[src/mds_pkg.sv]
// Package for the DMA event status block: offsets, field positions, codes
`default_nettype none
package mds_pkg;
    localparam logic [7:0] DMA_EVENT_STATUS_OFS = 8'h28;
    localparam logic [7:0] IRQ_MASK_OFS         = 8'h38;
    localparam logic [7:0] TX_POLL_OFS          = 8'h08;
    localparam logic [7:0] RX_POLL_OFS          = 8'h10;
    localparam logic [7:0] TX_RX_CTRL_OFS       = 8'h30;
    // Field positions within dma_event_status, then the run and auto-poll bit positions of the tx/rx control register
    localparam int TX_DONE_BIT       = 0;
    localparam int TX_STOPPED_BIT    = 1;
    localparam int TX_DESC_UNAV_BIT  = 2;
    localparam int TX_JABBER_BIT     = 3;
    localparam int TX_UNDERFLOW_BIT  = 5;
    localparam int RX_DONE_BIT       = 6;
    localparam int RX_DESC_UNAV_BIT  = 7;
    localparam int RX_STOPPED_BIT    = 8;
    localparam int RX_WATCHDOG_BIT   = 9;
    localparam int GP_TIMER_BIT      = 11;
    localparam int FATAL_BUS_BIT     = 13;
    localparam int ABNORMAL_SUM_BIT  = 15;
    localparam int NORMAL_SUM_BIT    = 16;
    localparam int RX_STATE_LSB      = 17;
    localparam int TX_STATE_LSB      = 20;
    localparam int BUS_FAULT_LSB     = 23;
    localparam int TX_RUN_BIT        = 13;
    localparam int RX_RUN_BIT        = 1;
    localparam int TX_AUTOPOLL_BIT   = 0;
    // Bus fault kinds
    localparam logic [2:0] FAULT_PARITY       = 3'h0;
    localparam logic [2:0] FAULT_MASTER_ABORT = 3'h1;
    localparam logic [2:0] FAULT_TARGET_ABORT = 3'h2;
    // Transmit process state codes
    localparam logic [2:0] TXS_STOPPED   = 3'h0;
    localparam logic [2:0] TXS_READ_DESC = 3'h1;
    localparam logic [2:0] TXS_SENDING   = 3'h2;
    localparam logic [2:0] TXS_FILL      = 3'h3;
    localparam logic [2:0] TXS_SUSPENDED = 3'h6;
    localparam logic [2:0] TXS_WRITE_DSC = 3'h7;
    // Receive process state codes
    localparam logic [2:0] RXS_STOPPED   = 3'h0;
    localparam logic [2:0] RXS_READ_DESC = 3'h1;
    localparam logic [2:0] RXS_CHECK     = 3'h2;
    localparam logic [2:0] RXS_WAIT      = 3'h3;
    localparam logic [2:0] RXS_SUSPENDED = 3'h4;
    localparam logic [2:0] RXS_WRITE_DSC = 3'h5;
    localparam logic [2:0] RXS_FLUSH     = 3'h6;
    localparam logic [2:0] RXS_DRAIN     = 3'h7;
    // Reset values
    localparam logic [31:0] STATUS_RESET = 32'h0000_0000;
    localparam logic [1:0]  MASK_RESET   = 2'h0;
    localparam logic [2:0]  CTRL_RESET   = 3'h0;
    // Transmit descriptor status word bits
    localparam int DESC_UNDERFLOW_BIT = 1;
    localparam int DESC_JABBER_BIT    = 14;
    localparam int DESC_IRQ_REQ_BIT   = 31;
endpackage
`default_nettype wire

[src/mds_dma_status.sv]
// DMA event status register with process state tracking and interrupt summary
//
// Summary of operation
// - Bus fault kind is valid only while fatal flag set; never interrupts.
// - Fault kind codes: 000 parity, 001 master abort, 010 target abort.
// - Transmit process state reported read-only in three bits, no interrupt.
// - Receive process state reported read-only in three bits, no interrupt.
// - Normal summary bit 16 set when tx done, tx unavailable or rx done set.
// - Abnormal summary bit 15 set when any abnormal event flag is set.
// - Bus fault sets fatal flag bit 13 and blocks all bus access until soft reset.
// - General timer expiry sets flag bit 11.
// - Receive watchdog timeout sets flag bit 9.
// - Receive process entering stopped sets flag bit 8.
// - Receive descriptor not owned sets bit 7 and suspends receive.
// - Receive resumes on poll demand with ownership, or on new frame.
// - Each completed frame reception sets flag bit 6.
// - Transmit underflow sets bit 5, suspends transmit, marks descriptor bit 1.
// - Jabber expiry sets bit 3, stops transmit, marks descriptor bit 14.
// - Transmit descriptor not owned sets bit 2 and suspends transmit.
// - Transmit resumes on ownership plus poll demand, or by auto-polling.
// - Transmit state becoming stopped sets flag bit 1.
// - Frame sent sets bit 0 only if its descriptor asks for an interrupt.
// - Flags stay set until software writes one; writing zero does nothing.
// - Normal enable bit gates the normal summary onto the interrupt output.
// - Abnormal enable bit gates the abnormal summary onto the interrupt output.
// - Poll demand write while suspended re-reads descriptor, resumes if owned.
//
// The strobed register port is this design's own decision.
`default_nettype none
module mds_dma_status
    import mds_pkg::*;
(
    input  wire logic        i_clk,
    input  wire logic        i_rstn,
    input  wire logic [7:0]  i_addr,
    input  wire logic [31:0] i_wdata,
    input  wire logic        i_wr,
    input  wire logic        i_rd,
    output logic      [31:0] o_rdata,
    input  wire logic        i_soft_reset,
    input  wire logic        i_bus_fault,
    input  wire logic [2:0]  i_bus_fault_kind,
    input  wire logic        i_gp_timer_expired,
    input  wire logic        i_rx_watchdog_expired,
    input  wire logic        i_tx_desc_fetched,
    input  wire logic        i_tx_desc_owned,
    input  wire logic        i_tx_fill_done,
    input  wire logic        i_tx_underflow,
    input  wire logic        i_tx_jabber,
    input  wire logic        i_tx_frame_sent,
    input  wire logic        i_tx_irq_request,
    input  wire logic        i_tx_desc_written,
    input  wire logic        i_rx_desc_fetched,
    input  wire logic        i_rx_desc_owned,
    input  wire logic        i_rx_frame_start,
    input  wire logic        i_rx_frame_checked,
    input  wire logic        i_rx_frame_bad,
    input  wire logic        i_rx_drain_done,
    input  wire logic        i_rx_desc_written,
    input  wire logic        i_tx_autopoll_tick,
    output logic             o_bus_enable,
    output logic [2:0]       o_tx_process_state,
    output logic [2:0]       o_rx_process_state,
    output logic             o_tx_desc_status_we,
    output logic [31:0]      o_tx_desc_status_word,
    output logic             o_irq
);

    // ------------------------------------------------------------
    // State
    // ------------------------------------------------------------
    typedef struct packed {
        logic [16:0] flags;
        logic [2:0]  fault_kind;
        logic        bus_blocked;
        logic [2:0]  tx_state;
        logic [2:0]  rx_state;
        logic [1:0]  irq_mask;
        logic [2:0]  ctrl;
        logic [31:0] rdata;
        logic        desc_we;
        logic [31:0] desc_word;
        logic        irq;
    } mds_state_t;

    mds_state_t state_reg;
    mds_state_t state_next;

    logic [16:0] set_ev;
    logic [16:0] clr_ev;
    logic        wr_status;
    logic        tx_poll;
    logic        rx_poll;
    logic        tx_run;
    logic        rx_run;
    logic        norm_any;
    logic        abn_any;
    logic        fault_now;

    assign wr_status = i_wr && (i_addr == DMA_EVENT_STATUS_OFS);
    assign tx_poll   = i_wr && (i_addr == TX_POLL_OFS);
    assign rx_poll   = i_wr && (i_addr == RX_POLL_OFS);
    assign tx_run    = state_reg.ctrl[2];
    assign rx_run    = state_reg.ctrl[1];
    assign fault_now = i_bus_fault && !state_reg.bus_blocked;

    // ------------------------------------------------------------
    // Next state
    // ------------------------------------------------------------
    always_comb begin
        state_next = state_reg;
        set_ev = 17'h0_0000;
        state_next.desc_we = 1'b0;
        state_next.desc_word = 32'h0000_0000;

        // Transmit process
        case (state_reg.tx_state)
            TXS_STOPPED: begin
                if (tx_run && !state_reg.bus_blocked) begin
                    state_next.tx_state = TXS_READ_DESC;
                end
            end
            TXS_READ_DESC: begin
                if (i_tx_desc_fetched) begin
                    if (i_tx_desc_owned) begin
                        state_next.tx_state = TXS_FILL;
                    end else begin
                        state_next.tx_state = TXS_SUSPENDED;
                        set_ev[TX_DESC_UNAV_BIT] = 1'b1;
                    end
                end
            end
            TXS_FILL: begin
                if (i_tx_fill_done) begin
                    state_next.tx_state = TXS_SENDING;
                end
            end
            TXS_SENDING: begin
                if (i_tx_frame_sent) begin
                    state_next.tx_state = TXS_WRITE_DSC;
                    set_ev[TX_DONE_BIT] = i_tx_irq_request;
                end
            end
            TXS_SUSPENDED: begin
                if (tx_poll || (state_reg.ctrl[TX_AUTOPOLL_BIT] && i_tx_autopoll_tick)) begin
                    state_next.tx_state = TXS_READ_DESC;
                end
            end
            TXS_WRITE_DSC: begin
                if (i_tx_desc_written) begin
                    state_next.tx_state = TXS_READ_DESC;
                end
            end
            default: begin
                state_next.tx_state = TXS_STOPPED;
            end
        endcase

        // Underflow suspends, jabber stops, both record in the descriptor
        if (i_tx_underflow && state_reg.tx_state == TXS_SENDING) begin
            state_next.tx_state = TXS_SUSPENDED;
            set_ev[TX_UNDERFLOW_BIT] = 1'b1;
            state_next.desc_we = 1'b1;
            state_next.desc_word[DESC_UNDERFLOW_BIT] = 1'b1;
        end
        if (i_tx_jabber) begin
            state_next.tx_state = TXS_STOPPED;
            set_ev[TX_JABBER_BIT] = 1'b1;
            state_next.desc_we = 1'b1;
            state_next.desc_word[DESC_JABBER_BIT] = 1'b1;
        end
        if (!tx_run || state_reg.bus_blocked) begin
            state_next.tx_state = TXS_STOPPED;
        end

        // Receive process
        case (state_reg.rx_state)
            RXS_STOPPED: begin
                if (rx_run && !state_reg.bus_blocked) begin
                    state_next.rx_state = RXS_READ_DESC;
                end
            end
            RXS_READ_DESC: begin
                if (i_rx_desc_fetched) begin
                    if (i_rx_desc_owned) begin
                        state_next.rx_state = RXS_WAIT;
                    end else begin
                        state_next.rx_state = RXS_SUSPENDED;
                        set_ev[RX_DESC_UNAV_BIT] = 1'b1;
                    end
                end
            end
            RXS_WAIT: begin
                if (i_rx_frame_start) begin
                    state_next.rx_state = RXS_DRAIN;
                end
            end
            RXS_DRAIN: begin
                if (i_rx_drain_done) begin
                    state_next.rx_state = RXS_CHECK;
                end
            end
            RXS_CHECK: begin
                if (i_rx_frame_checked) begin
                    state_next.rx_state = i_rx_frame_bad ? RXS_FLUSH : RXS_WRITE_DSC;
                end
            end
            RXS_FLUSH: begin
                state_next.rx_state = RXS_WAIT;
            end
            RXS_WRITE_DSC: begin
                if (i_rx_desc_written) begin
                    state_next.rx_state = RXS_READ_DESC;
                    set_ev[RX_DONE_BIT] = 1'b1;
                end
            end
            RXS_SUSPENDED: begin
                if (rx_poll || i_rx_frame_start) begin
                    state_next.rx_state = RXS_READ_DESC;
                end
            end
            default: begin
                state_next.rx_state = RXS_STOPPED;
            end
        endcase
        // Run-bit stop takes effect only outside an active reception; a bus block stops in any state
        if ((!rx_run && (state_reg.rx_state == RXS_WAIT || state_reg.rx_state == RXS_SUSPENDED
                || state_reg.rx_state == RXS_READ_DESC)) || state_reg.bus_blocked) begin
            state_next.rx_state = RXS_STOPPED;
        end

        // Entry into stopped states
        if (state_next.tx_state == TXS_STOPPED && state_reg.tx_state != TXS_STOPPED) begin
            set_ev[TX_STOPPED_BIT] = 1'b1;
        end
        if (state_next.rx_state == RXS_STOPPED && state_reg.rx_state != RXS_STOPPED) begin
            set_ev[RX_STOPPED_BIT] = 1'b1;
        end
        set_ev[GP_TIMER_BIT]    = i_gp_timer_expired;
        set_ev[RX_WATCHDOG_BIT] = i_rx_watchdog_expired;

        if (i_soft_reset) begin
            state_next.bus_blocked = 1'b0;
        end
        // Fatal fault: latch kind once and cut the bus until soft reset; beside the reset a first fault wins, a repeat fault loses
        if (fault_now) begin
            set_ev[FATAL_BUS_BIT] = 1'b1;
            state_next.bus_blocked = 1'b1;
            state_next.fault_kind = i_bus_fault_kind;
        end

        // Summaries follow the events; both latch like any flag
        norm_any = state_reg.flags[TX_DONE_BIT] | state_reg.flags[TX_DESC_UNAV_BIT]
                 | state_reg.flags[RX_DONE_BIT] | set_ev[TX_DONE_BIT]
                 | set_ev[TX_DESC_UNAV_BIT] | set_ev[RX_DONE_BIT];
        abn_any  = |(({state_reg.flags[FATAL_BUS_BIT], state_reg.flags[GP_TIMER_BIT],
                      state_reg.flags[RX_WATCHDOG_BIT], state_reg.flags[RX_STOPPED_BIT],
                      state_reg.flags[RX_DESC_UNAV_BIT], state_reg.flags[TX_UNDERFLOW_BIT],
                      state_reg.flags[TX_JABBER_BIT], state_reg.flags[TX_STOPPED_BIT]})
                   | ({set_ev[FATAL_BUS_BIT], set_ev[GP_TIMER_BIT], set_ev[RX_WATCHDOG_BIT],
                      set_ev[RX_STOPPED_BIT], set_ev[RX_DESC_UNAV_BIT], set_ev[TX_UNDERFLOW_BIT],
                      set_ev[TX_JABBER_BIT], set_ev[TX_STOPPED_BIT]}));
        set_ev[NORMAL_SUM_BIT]   = norm_any;
        set_ev[ABNORMAL_SUM_BIT] = abn_any;

        // Write one clears; a set in the same cycle wins
        clr_ev = wr_status ? i_wdata[16:0] : 17'h0_0000;
        state_next.flags = (state_reg.flags & ~clr_ev) | set_ev;

        // Software writes
        if (i_wr && i_addr == IRQ_MASK_OFS) begin
            state_next.irq_mask = {i_wdata[NORMAL_SUM_BIT], i_wdata[ABNORMAL_SUM_BIT]};
        end
        if (i_wr && i_addr == TX_RX_CTRL_OFS) begin
            state_next.ctrl = {i_wdata[TX_RUN_BIT], i_wdata[RX_RUN_BIT], i_wdata[TX_AUTOPOLL_BIT]};
        end

        // Read data, valid the cycle after the strobe
        state_next.rdata = 32'h0000_0000;
        if (i_rd) begin
            case (i_addr)
                DMA_EVENT_STATUS_OFS: begin
                    state_next.rdata[16:0] = state_reg.flags;
                    state_next.rdata[RX_STATE_LSB +: 3]  = state_reg.rx_state;
                    state_next.rdata[TX_STATE_LSB +: 3]  = state_reg.tx_state;
                    state_next.rdata[BUS_FAULT_LSB +: 3] = state_reg.fault_kind;
                end
                IRQ_MASK_OFS: begin
                    state_next.rdata[NORMAL_SUM_BIT]   = state_reg.irq_mask[1];
                    state_next.rdata[ABNORMAL_SUM_BIT] = state_reg.irq_mask[0];
                end
                TX_RX_CTRL_OFS: begin
                    state_next.rdata[TX_RUN_BIT]      = state_reg.ctrl[2];
                    state_next.rdata[RX_RUN_BIT]      = state_reg.ctrl[1];
                    state_next.rdata[TX_AUTOPOLL_BIT] = state_reg.ctrl[0];
                end
                default: begin
                end
            endcase
        end

        // The fault kind field is not an interrupt source
        state_next.irq = (state_next.flags[NORMAL_SUM_BIT] & state_next.irq_mask[1])
                       | (state_next.flags[ABNORMAL_SUM_BIT] & state_next.irq_mask[0]);
    end

    // ------------------------------------------------------------
    // Registers
    // ------------------------------------------------------------
    always_ff @(posedge i_clk or negedge i_rstn) begin
        if (!i_rstn) begin
            state_reg <= '{flags: STATUS_RESET[16:0], fault_kind: FAULT_PARITY, bus_blocked: 1'b0,
                           tx_state: TXS_STOPPED, rx_state: RXS_STOPPED, irq_mask: MASK_RESET,
                           ctrl: CTRL_RESET, rdata: STATUS_RESET, desc_we: 1'b0,
                           desc_word: STATUS_RESET, irq: 1'b0};
        end else begin
            state_reg <= state_next;
        end
    end

    assign o_rdata               = state_reg.rdata;
    assign o_bus_enable          = !state_reg.bus_blocked;
    assign o_tx_process_state    = state_reg.tx_state;
    assign o_rx_process_state    = state_reg.rx_state;
    assign o_tx_desc_status_we   = state_reg.desc_we;
    assign o_tx_desc_status_word = state_reg.desc_word;
    assign o_irq                 = state_reg.irq;

endmodule
`default_nettype wire

[config.mk]
export PLATFORM = sky130hd
export DESIGN_NAME = mds_dma_status
export DESIGN_NICKNAME = d
export VERILOG_FILES = /design/src/mds_pkg.sv /design/src/mds_dma_status.sv
export SDC_FILE = /design/constraint.sdc
export NUM_CORES = 1
export LEC_CHECK = 0
export ABC_CLOCK_PERIOD_IN_PS = 3200
export BUFFER_PORTS_ARGS = -buffer_cell sky130_fd_sc_hd__buf_2
export CORE_ASPECT_RATIO = 0.5
export CORE_MARGIN = 2
export CORE_UTILIZATION = 48
export DETAILED_ROUTE_END_ITERATION = 10
export GPL_TIMING_DRIVEN = 0
export PLACE_DENSITY = 0.86
export SYNTH_ARGS = -nofsm -noshare
export SYNTH_HDL_FRONTEND = slang
export SYNTH_SLANG_ARGS = --single-unit
[constraint.sdc]
create_clock -name i_clk -period 3.2 [get_ports i_clk]
set_clock_uncertainty 0.2 [all_clocks]
set_input_delay 0.64 -clock i_clk [delete_from_list [all_inputs] [get_ports i_clk]]
set_output_delay 0.64 -clock i_clk [all_outputs]
set_load 0.01 [all_outputs]
==> Word level (Yosys, flattened, before mapping) <==
Index checks and enable logic that the tools add are counted.
{ "classes": {"mux": 49, "reduce_logical": 30, "n_eq_ne": 17, "n_bitwise": 12} }
{ "op_table": {"columns": ["operator", "count"], "rows": [
  ["3-bit two-way mux", 19],
  ["26-bit two-way mux", 1],
  ["8-bit by 6-bit == test with 1-bit output (second input constant)", 3],
  ["3-bit case mux with 8 select lines", 1],
  ["1-bit two-way mux", 19],
  ["3-bit == test (second input constant)", 6],
  ["3-bit case mux with 6 select lines", 1],
  ["17-bit bitwise AND", 1],
  ["17-bit two-way mux", 1],
  ["17-bit NOT", 1],
  ["17-bit OR", 1],
  ["1-bit logical AND", 13],
  ["3-bit by 2-bit == test with 1-bit output (second input constant)", 4],
  ["3-bit logical NOT", 4],
  ["11-bit two-way mux", 1],
  ["9-bit two-way mux", 1],
  ["8-bit by 4-bit == test with 1-bit output (second input constant)", 1],
  ["8-bit by 5-bit == test with 1-bit output (second input constant)", 1],
  ["8-bit OR", 1],
  ["2-bit case mux with 2 select lines", 2],
  ["8-bit OR reduction", 1],
  ["3-bit by 1-bit == test with 1-bit output (second input constant)", 2],
  ["1-bit logical OR", 6],
  ["1-bit OR", 6],
  ["6 further kinds", 11]
]} }
{ "word_totals": {"word_cells": 119, "input_bits": 67, "out_inout_bits": 73, "ff_bits": 62} }

==> Longest topological paths before layout <==
Gate-level depths: netlist of the first run.
{ "depth": {"depth_word": 16, "mapped_depth": 7, "mapped_depth_nobuf": 6} }

==> Worst setup path after synthesis of the first run <==
OpenSTA, ideal clock, no wires.
{ "synth_timing": {"kind": "in2reg", "from": "input port i_addr[1]", "to": "register state_reg (netlist bit o_irq)", "required_ns": 2.874, "arrival_time_ns": 2.388, "path_buffers": 0, "setup_time_ns": 0.126, "slack_ns": 0.486, "stages": 5, "path_cell_list": "or4b_4 nor4_4 nand2_1 a2111o_1 a221o_1"} }
{ "synth_lines": {"columns": ["element", "line_no", "rtl"], "rows": [
  ["start, declared", "mds_dma_status.sv:35", "input wire logic [7:0] i_addr,"],
  ["end signal, assigned", "mds_dma_status.sv:312", "state_reg <= '{flags: STATUS_RESET[16:0], fault_kind: FAULT_PARITY, bus_blocked: 1'b0,"],
  ["end signal, assigned", "mds_dma_status.sv:317", "state_reg <= state_next;"],
  ["end, declared", "mds_dma_status.sv:86", "mds_state_t state_reg;"]
]} }

==> metrics.txt, run 1 <==
status complete, no violations; Max Freq 0.360 GHz; Worst Reg2Reg Path Length in Cells 7; Slew HR 49.2%; Port Buf Inserts 88; Clk pin slew, worst setup/hold paths 50 ps; Hold Path Class in2async; Mapped Area 0.00323 mm2; CP Cell Sequence buf_2 -> or4b_4 -> nor4_4 -> nand2_1 -> a2111o_1 -> a221o_1; initial antenna violation count 0; fill count 518; max-slew violations 0; worst skew pair latency 330 ps; CTS tree built; Worst EP arrival 2780 ps; Synth top area share 48.1%; share of layout cells above drive strength 1 42.1%; clock sink total 62; DR WL/cell 13.7 um; CP max stage delay 570 ps; Mapped Cells 316; Final ANT Viol Nets 0; CORE AREA 0.00660 mm2; setup bufs post-CTS 0; crit path time final 2780 ps; critical path class in2reg; post-DP HPWL 5.29 mm; startpoint types primary input; Critical Path RT 3200 ps; first-pass GRT wire length 11.4 mm; Power Density 498 mW/mm2; RR Endpoint o_irq$_DFF_PN0_; endpoint class of the critical path register; GRT overflow 0; count of final setup violators 0; routability cong. 0.857; family with the most delay on the worst path simple AND/OR/NAND/NOR gates; placed cell area 0.00391 mm2; Root Buffer clkbuf_16; Post-Place Worst Slack 162 ps; floorplan row count 21; mean post-synth cell area 10.2 um2; post-synthesis sequential area ratio 48.1%; synth cell count leaders buf_4 (70), dfrtp_1 (62), nand2_1 (27); Initial Util 48.9%; Die Span Y 62.0 um; most used flip-flop cell after synthesis dfrtp_1; Slew @ Worst Pin 761 ps; pin count of the biggest net entering global routing 63; crit path setup slack, layout 422 ps; Die Area 0.00743 mm2; DR vias/cell 4.88; io pins 140; unrepaired setup endpoints after global routing false; cell taking the most area after synthesis dfrtp_1; chip width 120 um; Ant. Diodes 0; clock tree buffer depth 2; count of maximum capacitance violations 0; Core Util, Final 64.5%; CTS Buf Count 9; nets 517; H-tree depth 3; slowest stage cell, crit path or4b_4; global-route usage over all layers 20.2%; final hold violations 0; synth warn 0; Design Area, Final 0.00425 mm2; vias in the first global route 2354; Post-synth EDFFs 0; Largest register FFs 26; cts hold-fix bufs 0; via count 2664; Worst R2R Setup Slack 480 ps; Post-Route WL 7.47 mm; worst-path maximum fanout 8; Post-CTS Resized 0; Residual DRC 0; Buf/Inv on CP 1; leakage 2.27 nW; FF-to-FF Start state_reg[77]$_DFFE_PN0P_; ys async rst share 100%; worst vdd ir 0.264 mV; Yosys reg bits 62; fin crit share 86.8%; DR pass1 iterations 5; count leader, synth buf_4; P&R area growth vs syn 31.8%; Synth area leaders dfrtp_1 (48%), buf_4 (16%), and2_1 (3.5%); post-synthesis cell type count 49; 1st-iter DRT viols 218; setup TNS 0 ps
## metrics by stage
| stage | hold slack [ps] | power, W | cells |
|---|---|---|---|
| finish | 183 | 0.00212 | 546 |
| global route | 245 | 0.00219 | 546 |
| CTS | 261 | 0.00213 | 546 |
| detailed placement | 265 | 0.00102 | 531 |
| global placement | 254 | 0.00102 | 531 |
| floorplan | 144 | 0.000947 | 351 |
## worst register-to-register path, cell delays in order, from the launching register on
cell,delay (ps)
dfrtp_1,450
or3b_2,480
clkbuf_1,170
a21o_1,180
a221oi_1,270
a21oi_1,130
a2111o_1,340
a221o_1,370
## kinds of logic (layout without fill, tap and decap cells)
kind of cell | count (synthesis) | in the layout | synth area share (%)
other | 1 | 36 | 0.116
and+or+nand+nor | 96 | 96 | 17.0
DFF | 62 | 62 | 48.1
buffers and inverters | 91 | 194 | 18.8
muxes | 10 | 10 | 3.41
AOI/OAI and AO/OA | 56 | 56 | 12.6
## final cells by class
type	instances	area, um2	area share (%)
buffer	82	572	13.4
multi-input combinational	198	1200	28.2
clock buffer	11	243	5.71
inverter	9	33.8	0.794
timing repair buffer	88	443	10.4
sequential	62	1550	36.5
clock inverter	4	95.1	2.24
tap	92	115	2.71
## where the power goes
part / internal [W] / switching, W
clock: 0.000775 / 0.000328
combinational: 0.0000912 / 0.0000959
sequential: 0.000810 / 0.0000189
total: 0.00168 / 0.000443
## worst max path at each step
stage                   start               endpoint  slack [ps]  cells past startpoint
finish              i_addr[1]        o_irq$_DFF_PN0_         420                      6
global placement    i_addr[1]        o_irq$_DFF_PN0_         180                      6
detailed placement  i_addr[1]  o_rdata[23]$_DFF_PN0_         160                      7
floorplan           i_addr[1]        o_irq$_DFF_PN0_         490                      5
CTS                 i_addr[1]  o_rdata[23]$_DFF_PN0_         430                      7
global route        i_addr[1]        o_irq$_DFF_PN0_         340                      6
## cell usage in the layout, fill, tap and decap left out, types with 5 or more instances in the layout
master / netlist / layout
nor3_1: 10 / 10
nor2_1: 7 / 7
a21o_1: 9 / 9
and2_1: 18 / 18
mux2_2: 8 / 8
dfrtp_1: 62 / 62
o21ai_0: 7 / 7
buf_4: 70 / 71
conb_1: 1 / 36
buf_2: 1 / 88
nand2_1: 27 / 27
clkbuf_16: 0 / 9
a22o_1: 5 / 5
inv_1: 9 / 9
a21oi_1: 12 / 12
clkbuf_1: 10 / 11
## routing by layer
metal / wire (um) / global-route usage, % / share of wire, %
met5: 0 / 0 / 0
met2: 3560 / 36.0 / 48
met4: 76 / 3.36 / 1.0
met1: 3050 / 25.2 / 41
met3: 789 / 6.93 / 11
(Power assumes the default switching activity.)
==> run 2, diff against run 1 <==
- ABC_CLOCK_PERIOD_IN_PS: 3200 -> 3500
- CORE_UTILIZATION: 48 -> 50
- PLACE_DENSITY: 0.86 -> 0.89
- clock period: 3.2 -> 3.5 ns (I/O delays scaled with it)
==> run 2 against run 1 <==
  * Core utilization rose by 4.7 points
  * Largest power group unchanged
  * Largest cell class unchanged
  * Count of clock-buffer cells in the layout fell by 2
  * Sequential cell count did not move
  * Clock power fell by 8%
  * Worst setup slack improved by 230 ps
  * Combinational power fell by 8%
  * First-iteration DRC count rose by 23%
  * Routed wire length rose by 4.7%
  * Design area rose by 0.12%
  * Via count rose by 1.4%
==> metrics.txt, run 2 (synthesized netlist as in run 1, its figures left out) <==
GRT overflow 0 (unchanged); Clk pin slew, worst setup/hold paths 50 ps (about the same); RR Endpoint o_irq$_DFF_PN0_ (unchanged); pin count of the biggest net entering global routing 63 (unchanged); clock sink total 62 (unchanged); crit path time final 2850 ps; Critical Path RT 3560 ps (was 3200 ps); setup bufs post-CTS 0 (unchanged); chip width 118 um (was 120 um); critical path class in2reg (unchanged); Worst EP arrival 2910 ps (was 2780 ps); worst vdd ir 0.225 mV (was 0.264 mV); Hold Path Class in2async (unchanged); slowest stage cell, crit path or4b_4 (unchanged); family with the most delay on the worst path simple AND/OR/NAND/NOR gates (unchanged); H-tree depth 3 (unchanged); Worst R2R Setup Slack 770 ps (was 480 ps); endpoint class of the critical path register (unchanged); non-filler cells, final 543 (was 546); Port Buf Inserts 88 (unchanged); Max Freq 0.351 GHz; Die Area 0.00715 mm2 (was 0.00743 mm2); DR WL/cell 14.4 um (was 13.7 um); CTS Buf Count 9 (unchanged); global-route usage over all layers 22.9% (was 20.2%); startpoint types primary input (unchanged); floorplan row count 20 (was 21); cts hold-fix bufs 0 (unchanged); DR pass1 iterations 5 (unchanged); Residual DRC 0 (unchanged); worst-path maximum fanout 10 (was 8); worst skew pair latency 320 ps (was 330 ps); Post-Place Worst Slack 364 ps (was 162 ps); clock tree buffer depth 2 (unchanged); Final ANT Viol Nets 0 (unchanged); setup TNS 0 ps (unchanged); dpl cells 527 (was 531); Worst Reg2Reg Path Length in Cells 7 (unchanged); P&R area growth vs syn 32.0% (was 31.8%); fill count 467 (was 518); Slew HR 49.3% (was 49.2%); Ant. Diodes 0 (unchanged); routability cong. 0.924 (was 0.857); CTS tree built (unchanged); leakage 2.26 nW (was 2.27 nW); multi-input logic area 0.00120 mm2 (unchanged); initial antenna violation count 0 (unchanged); Die Span Y 60.8 um (was 62.0 um); Power Density 456 mW/mm2 (was 498 mW/mm2); most frequent cells in the layout buf_2 (88), buf_4 (71), dfrtp_1 (62) (unchanged); post-DP HPWL 5.44 mm (was 5.29 mm); vias in the first global route 2510 (was 2354); final hold violations 0 (unchanged); FF-to-FF Start state_reg[77]$_DFFE_PN0P_ (unchanged); status complete, no violations (unchanged); Post-CTS Resized 0 (unchanged); count of maximum capacitance violations 0 (unchanged); cell mode on critical path clkbuf_1; CP max stage delay 580 ps (was 570 ps); CP Cell Sequence buf_2 -> or4b_4 -> or4_1 -> clkbuf_1 -> nor2_1 -> clkbuf_1 -> and2_1 (was buf_2 -> or4b_4 -> nor4_4 -> nand2_1 -> a2111o_1 -> a221o_1); 1st-iter DRT viols 269 (was 218); share of layout cells above drive strength 1 42.4% (was 42.1%); max-slew violations 0 (unchanged); first-pass GRT wire length 12.4 mm (was 11.4 mm); commonest non-fill, non-tap cell in the layout buf_2 (unchanged); via count 2701 (was 2664); Root Buffer clkbuf_16 (unchanged); io pins 140 (unchanged); Slew @ Worst Pin 761 ps (about the same); fin crit share 81.5%; CORE AREA 0.00616 mm2 (was 0.00660 mm2); unrepaired setup endpoints after global routing false (unchanged); DR vias/cell 4.97 (was 4.88); nets 517 (unchanged); crit path setup slack, layout 648 ps (was 422 ps); Initial Util 52.4% (was 48.9%); register area 0.00155 mm2 (unchanged); Buf/Inv on CP 3 (was 1); Post-Route WL 7.82 mm (was 7.47 mm); count of final setup violators 0 (unchanged); Largest register FFs 26 (unchanged)
==> run 2: cell count changes in the layout (fill, tap and decap cells not counted) <==
cell | before | now
clkinv_4 | 0 | 2
clkinvlp_4 | 0 | 2
clkbuf_1 | 11 | 10
clkbuf_8 | 1 | 0
clkinv_2 | 1 | 0
==> run 2: worst register-to-register path, delay by kind of cell, from the launching register on <==
| family | cells | cell delay (ps) |
|---|---|---|
| and+or+nand+nor | 1 | 510 |
| DFF | 1 | 460 |
| buffers and inverters | 1 | 180 |
| AOI/OAI and AO/OA | 5 | 1260 |
==> run 2: layout make-up <==
| cell class | count | share of cell area [%] |
|---|---|---|
| Clock inverter | 7 | 2.88 |
| Multi-Input combinational cell | 198 | 28.2 |
| Buffer | 82 | 13.4 |
| Timing Repair Buffer | 88 | 10.4 |
| Clock buffer | 9 | 5.29 |
| Tap cell | 88 | 2.59 |
| Sequential cell | 62 | 36.4 |
| Inverter | 9 | 0.793 |
==> run 2: per-layer routing <==
layer / wire (um) / GRT usage (%) / up-vias
met1: 3140 / 27.2 / 1263
met4: 140 / 8.78 / 0
met3: 858 / 9.12 / 21
li1: - / - / 1253
met2: 3680 / 39.2 / 164
met5: 0 / 0 / -
==> run 2: through the flow <==
step	util [%]	hold slack (ps)	area (um2)	total power [W]
after global placement	63.5	252	3910	0.000932
after global routing	69.2	288	4260	0.00201
final	69.2	238	4260	0.00194
after detailed placement	63.5	258	3910	0.000935
after CTS	69.1	274	4260	0.00195
after floorplan	-	204	3360	0.000866
==> run 2: how the worst max path moves through the flow <==
stage	cells after the start	start	slack, ps	end
2_1_floorplan	5	i_addr[1]	730	o_irq$_DFF_PN0_
3_3_place_gp	6	i_addr[1]	400	o_irq$_DFF_PN0_
3_5_place_dp	6	i_addr[1]	360	o_irq$_DFF_PN0_
4_1_cts	7	i_addr[1]	690	o_rdata[10]$_DFF_PN0_
5_1_grt	7	i_addr[1]	600	o_rdata[11]$_DFF_PN0_
6_report	7	i_addr[1]	650	o_rdata[10]$_DFF_PN0_
==> run 2: power breakdown <==
group	switching (W)	leakage [nW]	internal, W
Combinational	0.0000883	1.29	0.0000835
Sequential	0.0000186	0.808	0.000740
Clock	0.000316	0.162	0.000697
Total	0.000423	2.26	0.00152
==> run 3, diff against run 2 <==
- ABC_CLOCK_PERIOD_IN_PS: 3500 -> 2350
- CORE_UTILIZATION: 50 -> 43
- PLACE_DENSITY: 0.89 -> 0.81
- clock period: 3.5 -> 2.35 ns (I/O delays scaled with it)
==> run 3 against run 2 <==
  * Core utilization shrank 10 points
  * Non-clock buffer count grew 1
  * Cell count grew 1.5%
  * Register-to-register slack lost 760 ps
  * Clock power grew 32%
  * Worst hold slack lost 230 ps
  * Worst setup slack lost 640 ps
  * Die area grew 15%
  * Design area grew 0.82%
  * Sequential cell count is the same
  * Largest cell class unchanged
  * Highest routed layer unchanged
==> metrics.txt, run 3 (synthesized netlist as in run 1, its figures left out) <==
status complete, no violations (unchanged); worst vdd ir 0.385 mV (was 0.225 mV); setup TNS 0 ps (unchanged); Ant. Diodes 0 (unchanged); Final ANT Viol Nets 0 (unchanged); final hold violations 0 (unchanged); family with the most delay on the worst path compound AO/OA/AOI/OAI gates (was simple AND/OR/NAND/NOR gates); Largest register FFs 26 (unchanged); CORE AREA 0.00729 mm2 (was 0.00616 mm2); Comb pwr share 9.6% (was 8.8%); Clk pin slew, worst setup/hold paths 50 ps (about the same); Worst R2R Setup Slack 10 ps (was 770 ps); nets 518 (was 517); unrepaired setup endpoints after global routing true (was false); Slew HR 50.3% (was 49.3%); clock sink total 62 (unchanged); clock power share 48.9% (was 52.1%); P&R area growth vs syn 33.1% (was 32.0%); via count 2585 (was 2701); io pins 140 (unchanged); CTS tree built (unchanged); Worst EP arrival 2340 ps (was 2910 ps); Switch Pwr 0.000587 W (was 0.000423 W); Worst Reg2Reg Path Length in Cells 6 (was 7); startpoint types register (was primary input); Core Util, Final 58.9% (was 69.2%); CTS Buf Count 9 (unchanged); first-pass GRT wire length 11.4 mm (was 12.4 mm); Initial Util 44.2% (was 52.4%); Root Buffer clkbuf_16 (unchanged); FF-to-FF Start state_reg[77]$_DFFE_PN0P_ (unchanged); share of layout cells above drive strength 1 45.7% (was 42.4%); floorplan row count 22 (was 20); global-route usage over all layers 17.7% (was 22.9%); most frequent cells in the layout buf_2 (87), buf_4 (77), dfrtp_1 (60) (was buf_2 (88), buf_4 (71), dfrtp_1 (62)); slowest stage cell, crit path dfrtp_2 (was or4b_4); pin count of the biggest net entering global routing 63 (unchanged); Die Span Y 65.2 um (was 60.8 um); clock tree buffer depth 2 (unchanged); initial antenna violation count 0 (unchanged); switching share of total power 21.6% (was 21.8%); Sequential Power Share 41.6% (was 39.0%); max-slew violations 0 (unchanged); CP max stage delay 440 ps (was 580 ps); fin crit share 99.5%; commonest non-fill, non-tap cell in the layout buf_2 (unchanged); internal power component 0.00213 W (was 0.00152 W); Slew @ Worst Pin 736 ps (was 761 ps); CP Cell Sequence or3b_4 -> a21o_1 -> a221oi_2 -> a21oi_2 -> a2111o_1 -> a221o_1 (was buf_2 -> or4b_4 -> or4_1 -> clkbuf_1 -> nor2_1 -> clkbuf_1 -> and2_1); vias in the first global route 2426 (was 2510); worst-path maximum fanout 6 (was 10); Buf/Inv on CP 0 (was 3); Residual DRC 0 (unchanged); chip width 126 um (was 118 um); Hold Path Class in2async (unchanged); count of maximum capacitance violations 0 (unchanged); critical path class reg2reg (was in2reg); post-DP HPWL 5.18 mm (was 5.44 mm); 1st-iter DRT viols 89 (was 269); Power Density 633 mW/mm2 (was 456 mW/mm2); DR pass1 iterations 4 (was 5); crit path time final 2340 ps; Post-Route WL 7.23 mm (was 7.82 mm); Die Area 0.00825 mm2 (was 0.00715 mm2); DR vias/cell 4.69 (was 4.97); DR WL/cell 13.1 um (was 14.4 um); H-tree depth 3 (unchanged); routability cong. 0.912 (was 0.924); Max Freq 0.428 GHz; GRT overflow 0 (unchanged); count of final setup violators 0 (unchanged); RR Endpoint o_irq$_DFF_PN0_ (unchanged); endpoint class of the critical path register (unchanged); Critical Path RT 2350 ps (was 3560 ps); fill count 622 (was 467); leakage 2.30 nW (was 2.26 nW); Port Buf Inserts 88 (unchanged); worst skew pair latency 320 ps (about the same)
==> run 3: cell count changes in the layout (fill, tap and decap cells not counted), moves of 2 or more <==
cell	delta
clkbuf_8	+3
clkbuf_2	+3
clkbuf_1	-8
bufinv_16	-2
buf_4	+6
clkinv_4	-2
dfrtp_1	-2
dfrtp_2	+2
==> run 3: stage by stage <==
step / instance area, um2 / instances / total power (W) / hold WS, ps / setup WS [ps]
after floorplan: 3360 / 351 / 0.00129 / -25.6 / -159
after global placement: 3920 / 535 / 0.00139 / 254 / -477
after detailed placement: 3920 / 535 / 0.00139 / 259 / -520
after CTS: 4270 / 550 / 0.00272 / 105 / 10.6
after global routing: 4290 / 551 / 0.00280 / 79.5 / -55.5
final: 4290 / 551 / 0.00272 / 3.41 / 11.9
==> run 3: area by class of cell <==
class	instances	area [um2]	area share, %
multi-input cells	198	1230	28.6
inverters	9	33.8	0.787
plain buffers	78	567	13.2
well taps	96	120	2.80
clock buffers	12	267	6.21
repair buffers	93	480	11.2
flip-flops and latches	62	1550	36.2
clock inverters	3	42.5	0.991
==> run 3: how the worst max path moves through the flow <==
| stage | from | end | cells after the start |
|---|---|---|---|
| after global routing | state_reg[77]$_DFFE_PN0P_ | o_irq$_DFF_PN0_ | 6 |
| after global placement | i_addr[2] | o_irq$_DFF_PN0_ | 6 |
| final | state_reg[77]$_DFFE_PN0P_ | o_irq$_DFF_PN0_ | 6 |
| after CTS | state_reg[77]$_DFFE_PN0P_ | o_irq$_DFF_PN0_ | 6 |
| after floorplan | i_addr[2] | o_irq$_DFF_PN0_ | 5 |
| after detailed placement | i_addr[2] | o_irq$_DFF_PN0_ | 6 |
==> run 3: layer usage <==
metal | GRT usage (%) | up-vias | part of all wire, %
met2 | 30.3 | 93 | 49
met5 | 0 | - | 0
met1 | 21.6 | 1224 | 42
li1 | - | 1256 | -
met4 | 6.59 | 0 | 1.9
met3 | 4.97 | 12 | 6.7
==> run 3: power by group through the flow <==
stage | logic [W] | clock network, W | registers [W]
global placement | 0.000244 | 0 | 0.00115
floorplan | 0.000152 | 0 | 0.00114
detailed placement | 0.000247 | 0 | 0.00115
global route | 0.000285 | 0.00138 | 0.00113
CTS | 0.000250 | 0.00134 | 0.00113
finish | 0.000260 | 0.00133 | 0.00113
==> run 3: repair_timing <==
item                       4_1_cts  5_1_grt
buffers inserted                 3        2
gates resized for setup          8        7
pin swaps                        2        0
hold buffers                     0        0
setup endpoints to repair       26       24
==> run 3: worst reg2reg max path: stages, from the launching register on <==
cell and delay (ps):
dfrtp_2 440, or3b_4 430, a21o_1 180, a221oi_2 240, a21oi_2 90, a2111o_1 320, a221o_1 330
